### src/design/ldl_pkg.sv
package ldl_pkg;

    // ------------------------------------------------------------
    // panel geometry
    // ------------------------------------------------------------
    localparam int COLUMNS = 112;                // column output count
    localparam int ROWS = 80;                    // row output count
    localparam logic [6:0] LINE_ROWS = 7'h08;    // raster rows per line
    localparam logic [6:0] LAST_ROW = 7'h4F;     // highest row index

    // ------------------------------------------------------------
    // instruction opcodes, upper five data bits
    // ------------------------------------------------------------
    localparam logic [4:0] OP_VISIBLE = 5'h06;   // visible / tall lines
    localparam logic [4:0] OP_LINES = 5'h07;     // row count / window
    localparam logic [4:0] OP_PINNED = 5'h0A;    // pinned rows (bank 1)

    // ------------------------------------------------------------
    // field positions inside the low data bits
    // ------------------------------------------------------------
    localparam int BIT_VISIBLE = 2;              // bank 0
    localparam int BIT_TALL_TEN = 1;             // bank 0
    localparam int BIT_COUNT_TOP = 0;            // bank 1
    localparam int BIT_SHIFT_LO = 1;             // bank 1, two bits

    // ------------------------------------------------------------
    // window shift codes and row offsets
    // ------------------------------------------------------------
    localparam logic [1:0] SHIFT_NORMAL = 2'h0;
    localparam logic [1:0] SHIFT_CENTRE = 2'h1;
    localparam logic [1:0] SHIFT_LOWEST = 2'h2;
    localparam logic [6:0] CENTRE_OFFSET = 7'h40; // pin 17 shows row 1
    localparam logic [6:0] LOWEST_OFFSET = 7'h08; // line 1 goes to bottom

    // ------------------------------------------------------------
    // reset values and limits
    // ------------------------------------------------------------
    localparam logic [3:0] COUNT_MAX = 4'h9;     // highest legal count
    localparam logic [3:0] COUNT_RESET = 4'h9;   // full 80-row duty
    localparam logic VISIBLE_RESET = 1'b0;       // panel blank from reset

    // ------------------------------------------------------------
    // programmed control state
    // ------------------------------------------------------------
    typedef struct packed {
        logic visible;                           // panel image enabled
        logic tall_line_ten;                     // line 10 doubled
        logic [2:0] tall_lines_seven_to_nine;    // lines 9..7 doubled
        logic [3:0] active_row_count;            // line count code
        logic [1:0] row_window_shift;            // output position
        logic [1:0] pinned_rows;                 // lines held still
    } ldl_ctl_t;

endpackage

### src/design/ldl_line_control.sv
// Behaviour
// [RQ1] bank zero visible bit shows or blanks panel
// [RQ2] blanked panel drives all columns and rows low
// [RQ3] blanking never alters stored image data
// [RQ4] line ten tall flag written in bank zero
// [RQ5] bank one flags double lines seven to nine
// [RQ6] count low bits bank zero, top bit bank one
// [RQ7] count code k drives 8(k+1) rows
// [RQ8] memory to row mapping ignores line count; in lowest mode the code wraps memory rows at the duty instead
// [RQ9] position field written only in bank one
// [RQ10] centre mode shifts image sixteen rows down
// [RQ11] lowest mode moves first line to bottom
// [RQ12] bottom location follows the programmed duty
// [RQ13] lowest mode plus pinning fixes bottom line
// [RQ14] pinned field holds first one to three lines
// [RQ15] flip input reverses pin to row order
// [RQ16] host writes instructions with select low
`timescale 1ns/1ps
`default_nettype none

module ldl_line_control
(
    // clock and reset
    input wire logic i_clock,
    input wire logic i_rst_n,
    // instruction write port
    input wire logic i_wr_valid,
    input wire logic i_reg_select,
    input wire logic [7:0] i_data,
    input wire logic i_bank_flag,
    // panel wiring options
    input wire logic i_row_order_flip,
    // scan request: physical row pin under query
    input wire logic [6:0] i_pin_index,
    // raw drive levels from the waveform generator
    input wire logic [ldl_pkg::COLUMNS-1:0] i_column_drive,
    input wire logic [ldl_pkg::ROWS-1:0] i_row_drive,
    // programmed state
    output logic o_panel_visible,
    output logic [3:0] o_active_row_count,
    output logic [6:0] o_duty_rows,
    output logic [3:0] o_tall_lines,
    output logic [1:0] o_row_window_shift,
    output logic [1:0] o_pinned_rows,
    // pin mapping answer
    output logic [6:0] o_logical_row,
    output logic o_pin_active,
    output logic o_pin_tall,
    output logic o_pin_pinned,
    // gated panel outputs
    output logic [ldl_pkg::COLUMNS-1:0] o_column_outputs,
    output logic [ldl_pkg::ROWS-1:0] o_row_outputs
);
    // ------------------------------------------------------------
    // control register group
    // ------------------------------------------------------------
    ldl_pkg::ldl_ctl_t ctl_reg;     // programmed instruction state
    ldl_pkg::ldl_ctl_t ctl_next;    // next state from a write
    logic instr_write;              // host instruction write this cycle
    logic [4:0] opcode;             // upper instruction bits

    assign instr_write = i_wr_valid && !i_reg_select; // see [RQ16]
    assign opcode = i_data[7:3];
    // decode a write into whichever field group the bank reaches
    always_comb
    begin
        ctl_next = ctl_reg;
        if (instr_write)
        begin
            case (opcode)
                ldl_pkg::OP_VISIBLE:
                begin
                    if (!i_bank_flag)
                    begin
                        // bank zero: visible bit and line ten
                        ctl_next.visible =
                            i_data[ldl_pkg::BIT_VISIBLE]; // see [RQ1]
                        ctl_next.tall_line_ten =
                            i_data[ldl_pkg::BIT_TALL_TEN]; // see [RQ4]
                    end
                    else
                    begin
                        // bank one: lines nine, eight, seven
                        ctl_next.tall_lines_seven_to_nine =
                            i_data[2:0]; // see [RQ5]
                    end
                end
                ldl_pkg::OP_LINES:
                begin
                    if (!i_bank_flag)
                    begin
                        ctl_next.active_row_count[2:0] =
                            i_data[2:0]; // see [RQ6]
                    end
                    else
                    begin
                        ctl_next.active_row_count[3] =
                            i_data[ldl_pkg::BIT_COUNT_TOP]; // see [RQ6]
                        ctl_next.row_window_shift =
                            i_data[ldl_pkg::BIT_SHIFT_LO +: 2]; // see [RQ9]
                    end
                end
                ldl_pkg::OP_PINNED:
                begin
                    // only the bank one half belongs here
                    if (i_bank_flag)
                    begin
                        ctl_next.pinned_rows = i_data[1:0]; // see [RQ14]
                    end
                end
                default:
                begin
                    // other instructions belong to other blocks
                end
            endcase
        end
    end

    // register the control state
    always_ff @(posedge i_clock)
    begin
        if (!i_rst_n)
        begin
            ctl_reg.visible <= ldl_pkg::VISIBLE_RESET;
            ctl_reg.tall_line_ten <= 1'b0;
            ctl_reg.tall_lines_seven_to_nine <= 3'h0;
            ctl_reg.active_row_count <= ldl_pkg::COUNT_RESET;
            ctl_reg.row_window_shift <= ldl_pkg::SHIFT_NORMAL;
            ctl_reg.pinned_rows <= 2'h0;
        end
        else
        begin
            ctl_reg <= ctl_next;
        end
    end

    // ------------------------------------------------------------
    // duty and pin mapping
    // ------------------------------------------------------------
    logic [3:0] count_clamped;      // codes above nine act as nine
    logic [6:0] duty_rows;          // active row count 8(k+1)
    logic [6:0] pin_flipped;        // pin after optional reversal
    logic [7:0] shifted;            // pin plus window offset
    logic [6:0] logical_row;        // logical row shown on the pin
    logic pin_active;               // pin lies in the driven window

    assign count_clamped = (ctl_reg.active_row_count > ldl_pkg::COUNT_MAX)
        ? ldl_pkg::COUNT_MAX : ctl_reg.active_row_count;
    // 8 x (k+1), kept in seven bits since 80 fits
    assign duty_rows = 7'({count_clamped, 3'h0})
        + ldl_pkg::LINE_ROWS; // see [RQ7]

    // flip first: reversed wiring is normal order read from the far end
    always_comb
    begin
        pin_flipped = i_row_order_flip
            ? (ldl_pkg::LAST_ROW - i_pin_index) : i_pin_index; // see [RQ15]
        shifted = 8'h00;
        logical_row = pin_flipped;
        pin_active = 1'b0;
        case (ctl_reg.row_window_shift)
            ldl_pkg::SHIFT_CENTRE:
            begin
                // pin 17 onward shows row 1; wraps modulo 80
                shifted = {1'b0, pin_flipped} + {1'b0, ldl_pkg::CENTRE_OFFSET};
                logical_row = (shifted > {1'b0, ldl_pkg::LAST_ROW})
                    ? 7'(shifted - 8'h50) : shifted[6:0]; // see [RQ10]
                pin_active = logical_row < duty_rows;
            end
            ldl_pkg::SHIFT_LOWEST:
            begin
                // wrap within the duty so line 1 lands on the last pins
                shifted = {1'b0, pin_flipped} + {1'b0, ldl_pkg::LOWEST_OFFSET};
                logical_row = (shifted >= {1'b0, duty_rows})
                    ? 7'(shifted - {1'b0, duty_rows})
                    : shifted[6:0]; // see [RQ11]
                pin_active = pin_flipped < duty_rows; // see [RQ12]
            end
            default:
            begin
                // normal output, and the reserved code acts as normal
                pin_active = pin_flipped < duty_rows;
            end
        endcase
    end

    // ------------------------------------------------------------
    // per-pin attributes
    // ------------------------------------------------------------
    logic [3:0] line_index;         // zero-based display line
    logic [3:0] tall_lines;         // lines 10..7 tall flags
    logic pin_tall;                 // shown line is doubled
    logic pin_pinned;               // shown line stays during scroll

    assign line_index = 4'(logical_row >> 3);
    assign tall_lines = {ctl_reg.tall_line_ten,
                         ctl_reg.tall_lines_seven_to_nine};

    always_comb
    begin
        pin_tall = 1'b0;
        if (line_index >= 4'h6)
        begin
            pin_tall = tall_lines[2'(line_index - 4'h6)]; // see [RQ4]
        end
        // pinned lines are the first ones: in lowest mode, the bottom one
        pin_pinned = (line_index < {2'h0, ctl_reg.pinned_rows}); // see [RQ13]
    end

    // ------------------------------------------------------------
    // output registers
    // ------------------------------------------------------------
    logic [ldl_pkg::COLUMNS-1:0] col_next;
    logic [ldl_pkg::ROWS-1:0] row_next;

    // blanking only gates drivers; picture memory is never touched
    always_comb
    begin
        col_next = ctl_reg.visible ? i_column_drive : '0; // see [RQ2]
        row_next = ctl_reg.visible ? i_row_drive : '0; // see [RQ3]
    end

    always_ff @(posedge i_clock)
    begin
        if (!i_rst_n)
        begin
            o_column_outputs <= '0;
            o_row_outputs <= '0;
            o_logical_row <= 7'h00;
            o_pin_active <= 1'b0;
            o_pin_tall <= 1'b0;
            o_pin_pinned <= 1'b0;
        end
        else
        begin
            o_column_outputs <= col_next;
            o_row_outputs <= row_next;
            // count bounds the window; in lowest mode it also sets where memory rows wrap
            o_logical_row <= logical_row; // see [RQ8]
            o_pin_active <= pin_active;
            o_pin_tall <= pin_tall;
            o_pin_pinned <= pin_pinned;
        end
    end

    assign o_panel_visible = ctl_reg.visible;
    assign o_active_row_count = ctl_reg.active_row_count;
    assign o_duty_rows = duty_rows;
    assign o_tall_lines = tall_lines;
    assign o_row_window_shift = ctl_reg.row_window_shift;
    assign o_pinned_rows = ctl_reg.pinned_rows;
endmodule // ldl_line_control
`default_nettype wire

### config.mk
export PLATFORM = sky130hd
export DESIGN_NAME = ldl_line_control
export DESIGN_NICKNAME = d
export VERILOG_FILES = /design/src/design/ldl_pkg.sv /design/src/design/ldl_line_control.sv
export SDC_FILE = /design/constraint.sdc
export NUM_CORES = 1
export LEC_CHECK = 0
export BUFFER_PORTS_ARGS = -buffer_cell sky130_fd_sc_hd__buf_2
export CORE_AREA = 10 10 161 163
export CTS_BUF_LIST = sky130_fd_sc_hd__clkbuf_8
export DETAILED_ROUTE_END_ITERATION = 8
export DIE_AREA = 0 0 171 173
export PLACE_DENSITY = 0.6
export RECOVER_POWER = 100
export SYNTH_ARGS = -nofsm -noshare
export SYNTH_HDL_FRONTEND = slang
export SYNTH_SLANG_ARGS = --single-unit
### constraint.sdc
create_clock -name i_clock -period 7.8 [get_ports i_clock]
set_input_delay 1.17 -clock i_clock [delete_from_list [all_inputs] [get_ports i_clock]]
set_output_delay 1.17 -clock i_clock [all_outputs]
set_load 0.02 [all_outputs]
After elaboration in Yosys (flattened, before gate mapping)
Index checks and enable logic that the tools add are counted.
- input bits: 213
- output and inout port bits: 222
- bits in registers: 215
- word-level logic and storage cells: 51
- order comparisons: 8
- reduce and logical (&&, ||, !) cells: 9
- $add $sub $neg: 7
- equal/unequal tests: 5
- mux-type cells: 8
- bitwise gates (word level): 1
- operators with widths (cell ; count):
    $mux W7 ; 3
    $reduce_and A3 Y1 ; 5
    $lt A7 B7 Y1 ; 2
    $pmux W7 S2 ; 1
    $eq A5 B3 Y1 const B ; 2
    $add A7 B4 Y8 const B ; 1
    $add A7 B7 Y8 const B ; 1
    $ge A8 B7 Y1 ; 1
    $gt A8 B7 Y1 const B ; 1
    $add A7 B4 Y7 const B ; 1
    $sub A7 B7 Y7 ; 1
    $sub A7 B7 Y7 const A ; 1
    $sub A7 B7 Y7 const B ; 1
    $eq A5 B4 Y1 const B ; 1
    $ge A4 B3 Y1 const B ; 1
    $gt A4 B4 Y1 const B ; 1
    $lt A4 B2 Y1 ; 1
    $mux W4 ; 1
    $reduce_and A2 Y1 ; 2
    $lt A2 B3 Y1 const B ; 1
    $bmux W1 S2 ; 1
    $eq A2 B1 Y1 const B ; 1
    $eq A2 B2 Y1 const B ; 1
    $mux W1 ; 2
    4 further kinds ; 4

Depth between registers and ports, before layout
Gate-level depths: netlist of run 1.
- depth after elaboration: 9
- depth in mapped cells: 14
- mapped depth without buffers: 14

Least setup slack after synthesis of run 1
Ideal clock, no wire load.
- path kind: input to register
- start: input i_row_order_flip
- end: register o_pin_pinned
- data required time: 7.712 ns
- setup slack: 3.491 ns
- stages: 14
- path buffers: 1
- arrival: 4.221 ns
- cells stage by stage: buf_6 -> xor2_1 -> ha_1 -> ha_1 -> nor2b_1 -> o21ai_0 -> nand3_1 -> maj3_2 -> or3_1 -> a31oi_2 -> inv_1 -> ha_1 -> a21boi_1 -> nor4b_2
- cells in the longest elaborated chain, start to end: 6
- elaborated cells between the ends (all ways): 11
- those cells by class: 4 x add/sub; 3 x order compare; 4 x mux
- RTL lines (element ; line ; text):
    start: declaration ; ldl_line_control.sv:32 ; input wire logic i_row_order_flip,
    $mux W7 (*) ; ldl_line_control.sv:157 ; ? (ldl_pkg::LAST_ROW - i_pin_index) : i_pin_index;
    $add A7 B4 Y8 or $add A7 B7 Y8 (tied branches) ; ldl_line_control.sv:173, ldl_line_control.sv:165 ;
    $sub A7 B7 Y7 (tied with other cells) ; ldl_line_control.sv:175 ; ? 7'(shifted - {1'b0, duty_rows})
    $mux W7, on equally long branches ; ldl_line_control.sv:175, ldl_line_control.sv:167 ;
    $pmux W7 S2 (*) ; ldl_line_control.sv:161 ; case (ctl_reg.row_window_shift)
    net logical_row[4] ; ldl_line_control.sv:144 ; logic [6:0] logical_row;
    $lt A4 B2 Y1 (*) ; ldl_line_control.sv:207 ; pin_pinned = (line_index < {2'h0, ctl_reg.pinned_rows});
    end signal: assignment ; ldl_line_control.sv:242 ; o_pin_pinned <= pin_pinned;
    end: declaration ; ldl_line_control.sv:49 ; output logic o_pin_pinned,
The timed path passes the listed nets; every way through them passes the cells marked *.
A chain may end at the register's enable or synchronous reset.

Worst setup path after layout of run 1
- start: input i_rst_n
- end: register o_pin_tall
- cells in the longest elaborated chain, start to end: 1
- RTL lines (element ; line ; text):
    start: declaration ; ldl_line_control.sv:25 ; input wire logic i_rst_n,
    $reduce_and A2 Y1 (no source line) ; n/a ;
    end signal: assignment ; ldl_line_control.sv:241 ; o_pin_tall <= pin_tall;
    end: declaration ; ldl_line_control.sv:48 ; output logic o_pin_tall,
No other way between the ends.

==> flow_metrics.py, run 1 <==
metrics = {
    "synth": {
        "total_of_warnings_raised_by_yosys": 0,
        "synth.yosys.seq_area_share_pct": 61.9,
        "ys_seq_elements": 215,
        "synth.cell_area_um2": 6960,
        "syn_area_per_cell_um2": 11.1,
        "synthesis.instances": 627,
        "prevailing_post_synth_register_cell": "sky130_fd_sc_hd__dfxtp_1",
        "synthDominantAreaCellType": "sky130_fd_sc_hd__dfxtp_1",
        "ys_types": 57,
        "synth_enable_flop_cells": 0,
        "synthDominantCellAreaShare_pct": 61.9,
        "postSynth.asyncResetShare_pct": 0,
        "netlist_top_cells_area": "sky130_fd_sc_hd__dfxtp_1 62%, sky130_fd_sc_hd__and3_1 17%, sky130_fd_sc_hd__ha_1 2.9%, sky130_fd_sc_hd__clkbuf_1 2.4%, sky130_fd_sc_hd__mux2i_1 2.2%",
    },
    "worst_hold_path": {
        "cell_count_of_the_worst_hold_path": 2,
        "hp-class": "reg2reg",
    },
    "clock_network": {
        "tritoncts": "yes",
        "clock_tree.buffer_depth": 3,
        "clockRootBuffer": "sky130_fd_sc_hd__clkbuf_8",
        "cts-htree-levels": 2,
        "post_cts_sizing_count": 0,
        "post_cts.repair.setup_buffers": 0,
        "clock_latency_late_sink_ns": 0.50,
        "cts_made_buffers": 38,
        "tritoncts_num_sinks": 215,
        "cts-hold-fix-buffers": 0,
        "clkTransAtPathRegs_ns": 0.06,
    },
    "grt": {
        "first_global_vias": 5959,
        "grt_util_all_layers_pct": 17.5,
        "grt_pass1_wl_um": 39300,
        "antenna_found_initial": 10,
        "largest_net_degree_at_the_start_of_global_routing": 140,
        "grt_overflow_total": 0,
    },
    "run_status": {
        "failed_checks": "max-capacitance violations, max-slew violations",
        "outcome": "complete, but fails checks",
    },
    "route": {
        "via_per_instance_ratio": 4.57,
        "vias": 6204,
        "wire_per_inst_um": 20.8,
        "route.detailed.drc": 0,
        "routed_wl_um": 28200,
        "ant_nets": 0,
        "firstDrtPassIters": 4,
        "drt-initial-drc-count": 405,
    },
    "die": {
        "core_area_um2": 22600,
        "initial_utilization_pct": 30.8,
        "design.die.area_um2": 29600,
        "floorplan.rows": 55,
        "die_height_um": 173,
        "floorplan.die.width_um": 171,
        "io-pin-count": 435,
    },
    "power": {
        "powerDensity_nw_per_um2": 229,
        "irDropWorstVdd_mv": 0.103,
        "leakage_component_of_the_power_nw": 4.98,
        "total_power_mw": 2.22,
    },
    "setup_path": {
        "critical_path.cell_chain": "clkbuf_1 -> clkinv_1 -> o41ai_1",
        "worst_reg2reg_path_length_in_cells": 13,
        "cp_max_fo": 97,
        "setup.worst_path.end_class": "flip-flop",
        "cp_slowest_cell": "sky130_fd_sc_hd__clkbuf_1",
        "crit_cells": 3,
        "critPathBufInv": 2,
        "critPathMaxStageDelay_ns": 2.31,
        "setup.worst_path.start_class": "primary input",
        "timing.critical_path.arrival_ns": 5.82,
        "timing.critical_path.required_ns": 8.19,
        "critical-path-top-delay-family": "buffers and inverters",
        "path_class": "in2reg",
    },
    "sta": {
        "max_slew.worst_pin.slew_ns": 3.35,
        "timing_hold_violations_final": 0,
        "finalSetupTns_ns": 0,
        "setup_skew_ns": 0.0239,
        "fin_crit_ns": 5.43,
        "timing.final.setup_violations": 0,
        "timing.slew.headroom_pct": -123,
        "final_min_period_over_clock_period_pct": 69.6,
        "final_max_slew_violation_count": 155,
        "max_clock_freq_mhz": 184,
        "setup_repair_after_global_routing_missed_its_margin": "no",
    },
    "placed_design": {
        "placement.io_buffers": 431,
        "dpl.cell_count": 1299,
        "gp_weighted_congestion": 0.854,
        "dpl-instance-area_um2": 9300,
        "detailedPlacementHpwl_um": 21800,
    },
    "finish": {
        "post_route_cells_drive_above_1_share_pct": 25.6,
        "stdcell_area_um2": 9720,
        "most_common_library_cell_in_the_layout_ignoring_fill_and_taps": "sky130_fd_sc_hd__clkbuf_1",
        "finalNetCount": 1284,
        "fin_cells": 1359,
        "most-common-layout-cells": "219 x sky130_fd_sc_hd__clkbuf_1, 215 x sky130_fd_sc_hd__dfxtp_1, 212 x sky130_fd_sc_hd__buf_2, 193 x sky130_fd_sc_hd__and3_1, 43 x sky130_fd_sc_hd__clkbuf_8",
        "areaGrowthSynthToFinish_pct": 39.7,
        "final_util_pct": 43.1,
    },
    "run": {
        "cap_violations": 2,
    },
}
per-stage QoR:
| step | hold WS, ns | worst slack (ns) |
|---|---|---|
| 4_1_cts | 0.544 | 3.55 |
| 3_3_place_gp | 0.530 | 3.11 |
| 6_report | 0.543 | 2.37 |
| 5_1_grt | 0.592 | 1.86 |
| 3_5_place_dp | 0.536 | 3.00 |
| 2_1_floorplan | 0.555 | 3.49 |
worst reg2reg max path, delay by kind of cell (launching register included):
kind / cells / cell delay (ns)
and+or+nand+nor: 5 / 1.14
AOI/OAI and AO/OA: 4 / 1.10
adders and majority gates: 3 / 0.98
DFF: 1 / 0.36
buffers and inverters: 1 / 0.07
report_power, final:
group	total, mW	switching, mW	internal [mW]
logic	0.137	0.0719	0.0649
clock network	0.983	0.421	0.562
registers	1.10	0.00176	1.10
per-layer routing:
metal / track usage (%) / up-vias / routed length (um)
li1: - / 3017 / -
met5: 0 / - / 108
met3: 7.36 / 55 / 2830
met4: 5.51 / 16 / 560
met2: 32.5 / 259 / 14800
met1: 17.0 / 2857 / 9910
area by class of cell:
cell class              count  area (um^2)
fillers                  2360        12900
flip-flops and latches    215         4300
multi-input cells         345         2370
repair buffers            433         1900
clock buffers              43          592
well taps                 285          357
clock inverters            15          116
inverters                  21         80.1
diodes                      2         5.00
cells by family (layout without fill, tap and decap cells):
| group | Yosys count | in the layout | share of synthesized area, % |
|---|---|---|---|
| multiplexers | 16 | 16 | 2.32 |
| flip-flops | 215 | 215 | 61.9 |
| adder cells (fa/ha/maj) | 18 | 18 | 3.33 |
| buffers and inverters | 69 | 512 | 4.01 |
| XOR/XNOR | 10 | 10 | 1.37 |
| other | 1 | 5 | 0.0539 |
| AND/OR/NAND/NOR | 255 | 255 | 22.4 |
| AO/OA/AOI/OAI | 43 | 43 | 4.68 |
flip-flops by register name, indices dropped and copies added, names as in the netlist:
register and cells:
o_column_outputs 112, o_row_outputs 80, o_logical_row 7, o_active_row_count 4, o_tall_lines 4, o_pinned_rows 2
o_row_window_shift 2, o_panel_visible 1, o_pin_active 1, o_pin_pinned 1, o_pin_tall 1
Yosys cell counts, drive strengths merged (3+ instances only):
| cell | number |
|---|---|
| clkinv | 3 |
| xor2 | 4 |
| or2 | 4 |
| mux2i | 15 |
| buf | 4 |
| and2 | 3 |
| a21oi | 11 |
| dfxtp | 215 |
| nand2b | 3 |
| nand2 | 10 |
| clkbuf | 44 |
| o21ai | 7 |
| and3 | 193 |
| ha | 16 |
| xnor2 | 6 |
| nor2 | 19 |
| nand3b | 3 |
| nand3 | 6 |
| inv | 18 |
| o22ai | 4 |
| a31oi | 5 |
path summary, 6_finish.rpt:
check,start,end,slack (ns)
max,i_rst_n,o_pin_tall,2.37
min,o_tall_lines[3],o_tall_lines[3],0.54
max reg2reg,o_active_row_count[1],o_pin_pinned,4.01
min reg2reg,o_tall_lines[3],o_tall_lines[3],0.54
No activity file was read; power rests on OpenSTA's default activity.
==> run 2, diff against run 1 <==
--- a/config.mk
+++ b/config.mk
@@ -6,11 +6,12 @@
 export NUM_CORES = 1
 export LEC_CHECK = 0
 export BUFFER_PORTS_ARGS = -buffer_cell sky130_fd_sc_hd__buf_2
-export CORE_AREA = 10 10 161 163
+export CORE_ASPECT_RATIO = 0.5
+export CORE_MARGIN = 10
+export CORE_UTILIZATION = 40
 export CTS_BUF_LIST = sky130_fd_sc_hd__clkbuf_8
 export DETAILED_ROUTE_END_ITERATION = 8
-export DIE_AREA = 0 0 171 173
-export PLACE_DENSITY = 0.6
+export PLACE_DENSITY = 0.78
 export RECOVER_POWER = 100
 export SYNTH_ARGS = -nofsm -noshare
 export SYNTH_HDL_FRONTEND = slang
==> constraint.sdc (replaced) <==
create_clock -name i_clock -period 4.8 [get_ports i_clock]
set_input_delay 0.72 -clock i_clock [delete_from_list [all_inputs] [get_ports i_clock]]
set_output_delay 0.72 -clock i_clock [all_outputs]
set_load 0.02 [all_outputs]
==> flow_metrics.py, run 2 (synthesis gave the netlist of run 1 again) <==
metrics = {
    "run_status": {
        "outcome": "complete, but fails checks",
        "failed_checks": "max-capacitance violations, max-slew violations",
    },
    "die": {
        "initial_utilization_pct": 41.6,
        "floorplan.rows": 33,
        "io-pin-count": 435,
        "design.die.area_um2": 23400,
        "floorplan.die.width_um": 207,
        "core_area_um2": 16700,
        "die_height_um": 113,
    },
    "sta": {
        "timing.final.setup_violations": 0,
        "setup_skew_ns": 0.0156,
        "final_min_period_over_clock_period_pct": 88.5,
        "max_slew.worst_pin.slew_ns": 2.92,
        "setup_repair_after_global_routing_missed_its_margin": "no",
        "max_clock_freq_mhz": 235,
        "finalSetupTns_ns": 0,
        "final_max_slew_violation_count": 293,
        "fin_crit_ns": 4.25,
        "timing_hold_violations_final": 0,
        "timing.slew.headroom_pct": -94.4,
    },
    "clock_network": {
        "post_cts.repair.setup_buffers": 0,
        "tritoncts_num_sinks": 215,
        "clkTransAtPathRegs_ns": 0.07,
        "clock_tree.buffer_depth": 3,
        "clock_latency_late_sink_ns": 0.54,
        "cts_made_buffers": 30,
        "cts-htree-levels": 1,
        "clockRootBuffer": "sky130_fd_sc_hd__clkbuf_8",
        "tritoncts": "yes",
        "post_cts_sizing_count": 0,
        "cts-hold-fix-buffers": 0,
    },
    "run": {
        "cap_violations": 3,
    },
    "power": {
        "total_power_mw": 3.47,
        "leakage_component_of_the_power_nw": 4.93,
        "irDropWorstVdd_mv": 0.172,
        "powerDensity_nw_per_um2": 363,
    },
    "finish": {
        "top_reg_by_flops": "o_column_outputs",
        "areaGrowthSynthToFinish_pct": 37.4,
        "max_reg_flops": 112,
        "final_util_pct": 57.2,
        "n_antenna_cell": 0,
        "layout_top_registers": "o_column_outputs x112, o_row_outputs x80, o_logical_row x7",
        "final.fill_count": 1555,
        "finalNetCount": 1276,
        "most_common_library_cell_in_the_layout_ignoring_fill_and_taps": "sky130_fd_sc_hd__clkbuf_1",
        "most-common-layout-cells": "220 x sky130_fd_sc_hd__clkbuf_1, 215 x sky130_fd_sc_hd__dfxtp_1, 211 x sky130_fd_sc_hd__buf_2, 193 x sky130_fd_sc_hd__and3_1, 39 x sky130_fd_sc_hd__clkbuf_8",
        "post_route_cells_drive_above_1_share_pct": 25.3,
        "fin_cells": 1293,
    },
    "grt": {
        "largest_net_degree_at_the_start_of_global_routing": 114,
        "grt_pass1_wl_um": 37600,
        "grt_util_all_layers_pct": 20.5,
        "antenna_found_initial": 0,
        "grt_overflow_total": 0,
        "first_global_vias": 6093,
    },
    "route": {
        "ant_nets": 0,
        "wl_met2_um": 14400,
        "firstDrtPassIters": 5,
        "met1_length_um": 9990,
        "routed_wl_um": 26400,
        "dr.max_layer_used": "met4",
        "vias": 6166,
        "wl_met3_um": 1660,
        "via_per_instance_ratio": 4.77,
        "drt-initial-drc-count": 409,
        "route.detailed.drc": 0,
        "wire_per_inst_um": 20.4,
    },
    "setup_path": {
        "timing.critical_path.arrival_ns": 4.68,
        "path_class": "in2reg",
        "setup.worst_path.start_class": "primary input",
        "setup.worst_path.end_class": "flip-flop",
        "timing.critical_path.required_ns": 5.23,
        "cp_max_fo": 7,
    },
    "placed_design": {
        "gp_weighted_congestion": 0.982,
        "dpl.cell_count": 1241,
        "placement.io_buffers": 431,
        "detailedPlacementHpwl_um": 20700,
    },
    "worst_hold_path": {
        "hp-class": "in2reg",
    },
}
run 2: changes by cell type in the layout (fill, tap and decap cells not counted), sizes merged:
cell      previous run  this run
clkinv               3         6
inv                 29        26
buf                214       212
clkbuf             262       260
diode                2         0
bufinv               2         1
clkinvlp             2         1
run 2: worst max-delay path: stages:
cell and delay, ns:
sky130_fd_sc_hd__buf_2 0.16, sky130_fd_sc_hd__inv_1 0.15, sky130_fd_sc_hd__ha_1 0.34, sky130_fd_sc_hd__mux2_1 0.44
sky130_fd_sc_hd__xor2_1 0.27, sky130_fd_sc_hd__ha_1 0.32, sky130_fd_sc_hd__o21ai_0 0.18, sky130_fd_sc_hd__nand3_1 0.13
sky130_fd_sc_hd__maj3_1 0.46, sky130_fd_sc_hd__or3_1 0.35, sky130_fd_sc_hd__a31oi_1 0.38, sky130_fd_sc_hd__inv_1 0.09
sky130_fd_sc_hd__ha_1 0.27, sky130_fd_sc_hd__a21boi_1 0.14, sky130_fd_sc_hd__nor4b_2 0.25
run 2: area by class of cell:
cell class / count / area (um^2) / area share, %
Clock buffer: 39 / 537 / 5.61
Clock inverter: 13 / 87.6 / 0.916
Inverter: 21 / 80.1 / 0.838
Multi-Input combinational cell: 345 / 2370 / 24.8
Sequential cell: 215 / 4300 / 45.0
Tap cell: 227 / 284 / 2.97
Timing Repair Buffer: 433 / 1890 / 19.8
run 2: final timing paths:
kind,from,to,slack [ns],depth (start not counted)
worst max register to register,o_active_row_count[2],o_pin_pinned,0.80,13
worst min register to register,o_pinned_rows[1],o_pinned_rows[1],0.55,2
worst min-delay path,i_column_drive[81],o_column_outputs[81],0.41,2
worst max-delay path,i_pin_index[4],o_pin_pinned,0.55,15
run 2: report_power, final:
part           switching, mW  internal (mW)
clock                  0.666          0.781
combinational          0.124          0.105
sequential           0.00241           1.79
run 2: per-stage QoR:
stage / worst slack [ns] / hold slack, ns / instance area, um^2
finish: 0.553 / 0.411 / 9560
global route: 0.364 / 0.375 / 9560
CTS: 0.934 / 0.378 / 9850
detailed placement: 0.373 / 0.533 / 9230
global placement: 0.603 / 0.515 / 9230
floorplan: 0.941 / 0.555 / 6960
run 2: per-layer routing:
layer  global-route usage [%]  vias up
met2                     38.8      195
li1                         -     2991
met1                     22.9     2948
met5                        0        -
met3                     4.64       32
met4                     4.06        0
==> run 3, diff against run 2 <==
--- a/config.mk
+++ b/config.mk
@@ -11,7 +11,7 @@
 export CORE_UTILIZATION = 40
 export CTS_BUF_LIST = sky130_fd_sc_hd__clkbuf_8
 export DETAILED_ROUTE_END_ITERATION = 8
-export PLACE_DENSITY = 0.78
+export PLACE_DENSITY = 0.81
 export RECOVER_POWER = 100
 export SYNTH_ARGS = -nofsm -noshare
 export SYNTH_HDL_FRONTEND = slang
==> flow_metrics.py, run 3 (synthesis gave the netlist of run 1 again) <==
metrics = {
    "setup_path": {
        "worst_reg2reg_path_length_in_cells": 13,
        "timing.critical_path.required_ns": 5.25,
        "cp_max_fo": 12,
        "setup.worst_path.end_class": "flip-flop",
        "reg2reg_setup_slack_ns": 0.95,
        "timing.critical_path.arrival_ns": 4.54,
        "path_class": "in2reg",
        "rr_startpoint": "o_active_row_count[1]",
        "timing.rr.end": "o_pin_pinned",
        "crit_end": "o_pin_pinned",
        "setup.worst_path.start_class": "primary input",
        "crit_path_start": "i_row_order_flip",
    },
    "route": {
        "vias": 6225,
        "ant_nets": 0,
        "drt-initial-drc-count": 350,
        "routed_wl_um": 27000,
        "via_per_instance_ratio": 4.80,
        "wire_per_inst_um": 20.9,
        "firstDrtPassIters": 5,
        "route.detailed.drc": 0,
    },
    "sta": {
        "hold_ws_ns": 0.411,
        "timing.slew.headroom_pct": -126,
        "max_clock_freq_mhz": 244,
        "fin_crit_ns": 4.09,
        "max_slew.worst_pin.slew_ns": 3.39,
        "layout_setup_ws_ns": 0.707,
        "timing.final.setup_violations": 0,
        "finalSetupTns_ns": 0,
        "final_min_period_over_clock_period_pct": 85.3,
        "final_max_slew_violation_count": 200,
        "setup_repair_after_global_routing_missed_its_margin": "no",
        "timing_hold_violations_final": 0,
        "setup_skew_ns": 0.0147,
    },
    "clock_network": {
        "post_cts.repair.setup_buffers": 0,
        "tritoncts": "yes",
        "tritoncts_num_sinks": 215,
        "clock_tree.buffer_depth": 3,
        "clock_latency_late_sink_ns": 0.55,
        "cts-htree-levels": 1,
        "post_cts_sizing_count": 0,
        "clockRootBuffer": "sky130_fd_sc_hd__clkbuf_8",
        "clkTransAtPathRegs_ns": 0.07,
        "cts-hold-fix-buffers": 0,
        "cts_made_buffers": 30,
    },
    "run_status": {
        "outcome": "complete, but fails checks",
        "failed_checks": "max-capacitance violations, max-slew violations",
    },
    "finish": {
        "fin_cells": 1296,
        "final.fill_count": 1564,
        "finalNetCount": 1276,
        "top_reg_by_flops": "o_column_outputs",
        "most_common_library_cell_in_the_layout_ignoring_fill_and_taps": "sky130_fd_sc_hd__clkbuf_1",
        "max_reg_flops": 112,
        "post_route_cells_drive_above_1_share_pct": 25.1,
        "areaGrowthSynthToFinish_pct": 37.4,
        "most-common-layout-cells": "221 x sky130_fd_sc_hd__clkbuf_1, 215 x sky130_fd_sc_hd__dfxtp_1, 210 x sky130_fd_sc_hd__buf_2, 193 x sky130_fd_sc_hd__and3_1, 34 x sky130_fd_sc_hd__clkbuf_8",
        "layout_top_registers": "o_column_outputs x112, o_row_outputs x80, o_logical_row x7",
    },
    "grt": {
        "largest_net_degree_at_the_start_of_global_routing": 106,
        "grt_overflow_total": 0,
        "grt_util_all_layers_pct": 21.0,
        "grt_pass1_wl_um": 38400,
        "first_global_vias": 6302,
        "antenna_found_initial": 3,
    },
    "die": {
        "floorplan.rows": 33,
        "floorplan.die.width_um": 207,
        "io-pin-count": 435,
        "design.die.area_um2": 23400,
        "die_height_um": 113,
        "core_area_um2": 16700,
        "initial_utilization_pct": 41.6,
    },
    "worst_hold_path": {
        "hp-class": "in2reg",
        "cell_count_of_the_worst_hold_path": 2,
    },
    "power": {
        "leakage_component_of_the_power_nw": 4.93,
        "powerDensity_nw_per_um2": 366,
        "irDropWorstVdd_mv": 0.166,
    },
    "placed_design": {
        "detailedPlacementHpwl_um": 21300,
        "gp_weighted_congestion": 0.990,
        "dpl.cell_count": 1241,
        "placement.io_buffers": 431,
        "worst_setup_timing_slack_at_the_placement_stage_ns": 0.420,
    },
    "run": {
        "cap_violations": 2,
    },
}
## run 3: worst min path at each step
| stage | start | endpoint | slack, ns |
|---|---|---|---|
| CTS | i_row_drive[21] | o_row_outputs[21] | 0.38 |
| detailed placement | o_tall_lines[3] | o_tall_lines[3] | 0.54 |
| finish | i_row_drive[21] | o_row_outputs[21] | 0.41 |
| floorplan | o_tall_lines[3] | o_tall_lines[3] | 0.55 |
| global route | i_row_drive[19] | o_row_outputs[19] | 0.38 |
| global placement | o_tall_lines[3] | o_tall_lines[3] | 0.51 |
## run 3: routing by layer
layer / GRT usage, % / vias up / share of wire (%)
met5: 0 / - / 0
li1: - / 3005 / -
met4: 5.12 / 0 / 1.5
met1: 24.3 / 2990 / 39
met3: 4.19 / 33 / 5.8
met2: 39.0 / 197 / 53
## run 3: final cells by class
type / instances / area (um^2) / share of cell area (%)
Antenna cell: 3 / 7.51 / 0.0785
Clock buffer: 34 / 468 / 4.89
Clock inverter: 18 / 158 / 1.65
Inverter: 21 / 80.1 / 0.837
Multi-Input combinational cell: 345 / 2370 / 24.8
Sequential cell: 215 / 4300 / 45.0
Tap cell: 227 / 284 / 2.97
Timing Repair Buffer: 433 / 1890 / 19.8
## run 3: power breakdown
part | switching (mW) | leakage [nW] | internal, mW
registers | 0.00227 | 1.73 | 1.79
logic | 0.123 | 2.84 | 0.106
clock network | 0.668 | 0.359 | 0.809
## run 3: through the flow
stage          util (%)  total power, mW  instance area [um^2]
2_1_floorplan         -             1.95                  6960
3_3_place_gp       55.2             2.05                  9230
3_5_place_dp       55.2             2.06                  9230
4_1_cts            58.9             3.53                  9850
5_1_grt            57.2             3.64                  9560
6_report           57.2             3.50                  9560
## run 3: critical path, cell delays in order
cell,delay [ns]
sky130_fd_sc_hd__clkbuf_1,0.40
sky130_fd_sc_hd__xor2_1,0.39
sky130_fd_sc_hd__ha_1,0.34
sky130_fd_sc_hd__ha_1,0.30
sky130_fd_sc_hd__nor2b_1,0.14
sky130_fd_sc_hd__o21ai_0,0.33
sky130_fd_sc_hd__nand3_1,0.14
sky130_fd_sc_hd__maj3_2,0.38
sky130_fd_sc_hd__or3_1,0.32
sky130_fd_sc_hd__a31oi_1,0.37
sky130_fd_sc_hd__inv_1,0.09
sky130_fd_sc_hd__ha_1,0.27
sky130_fd_sc_hd__a21boi_1,0.13
sky130_fd_sc_hd__nor4b_2,0.22
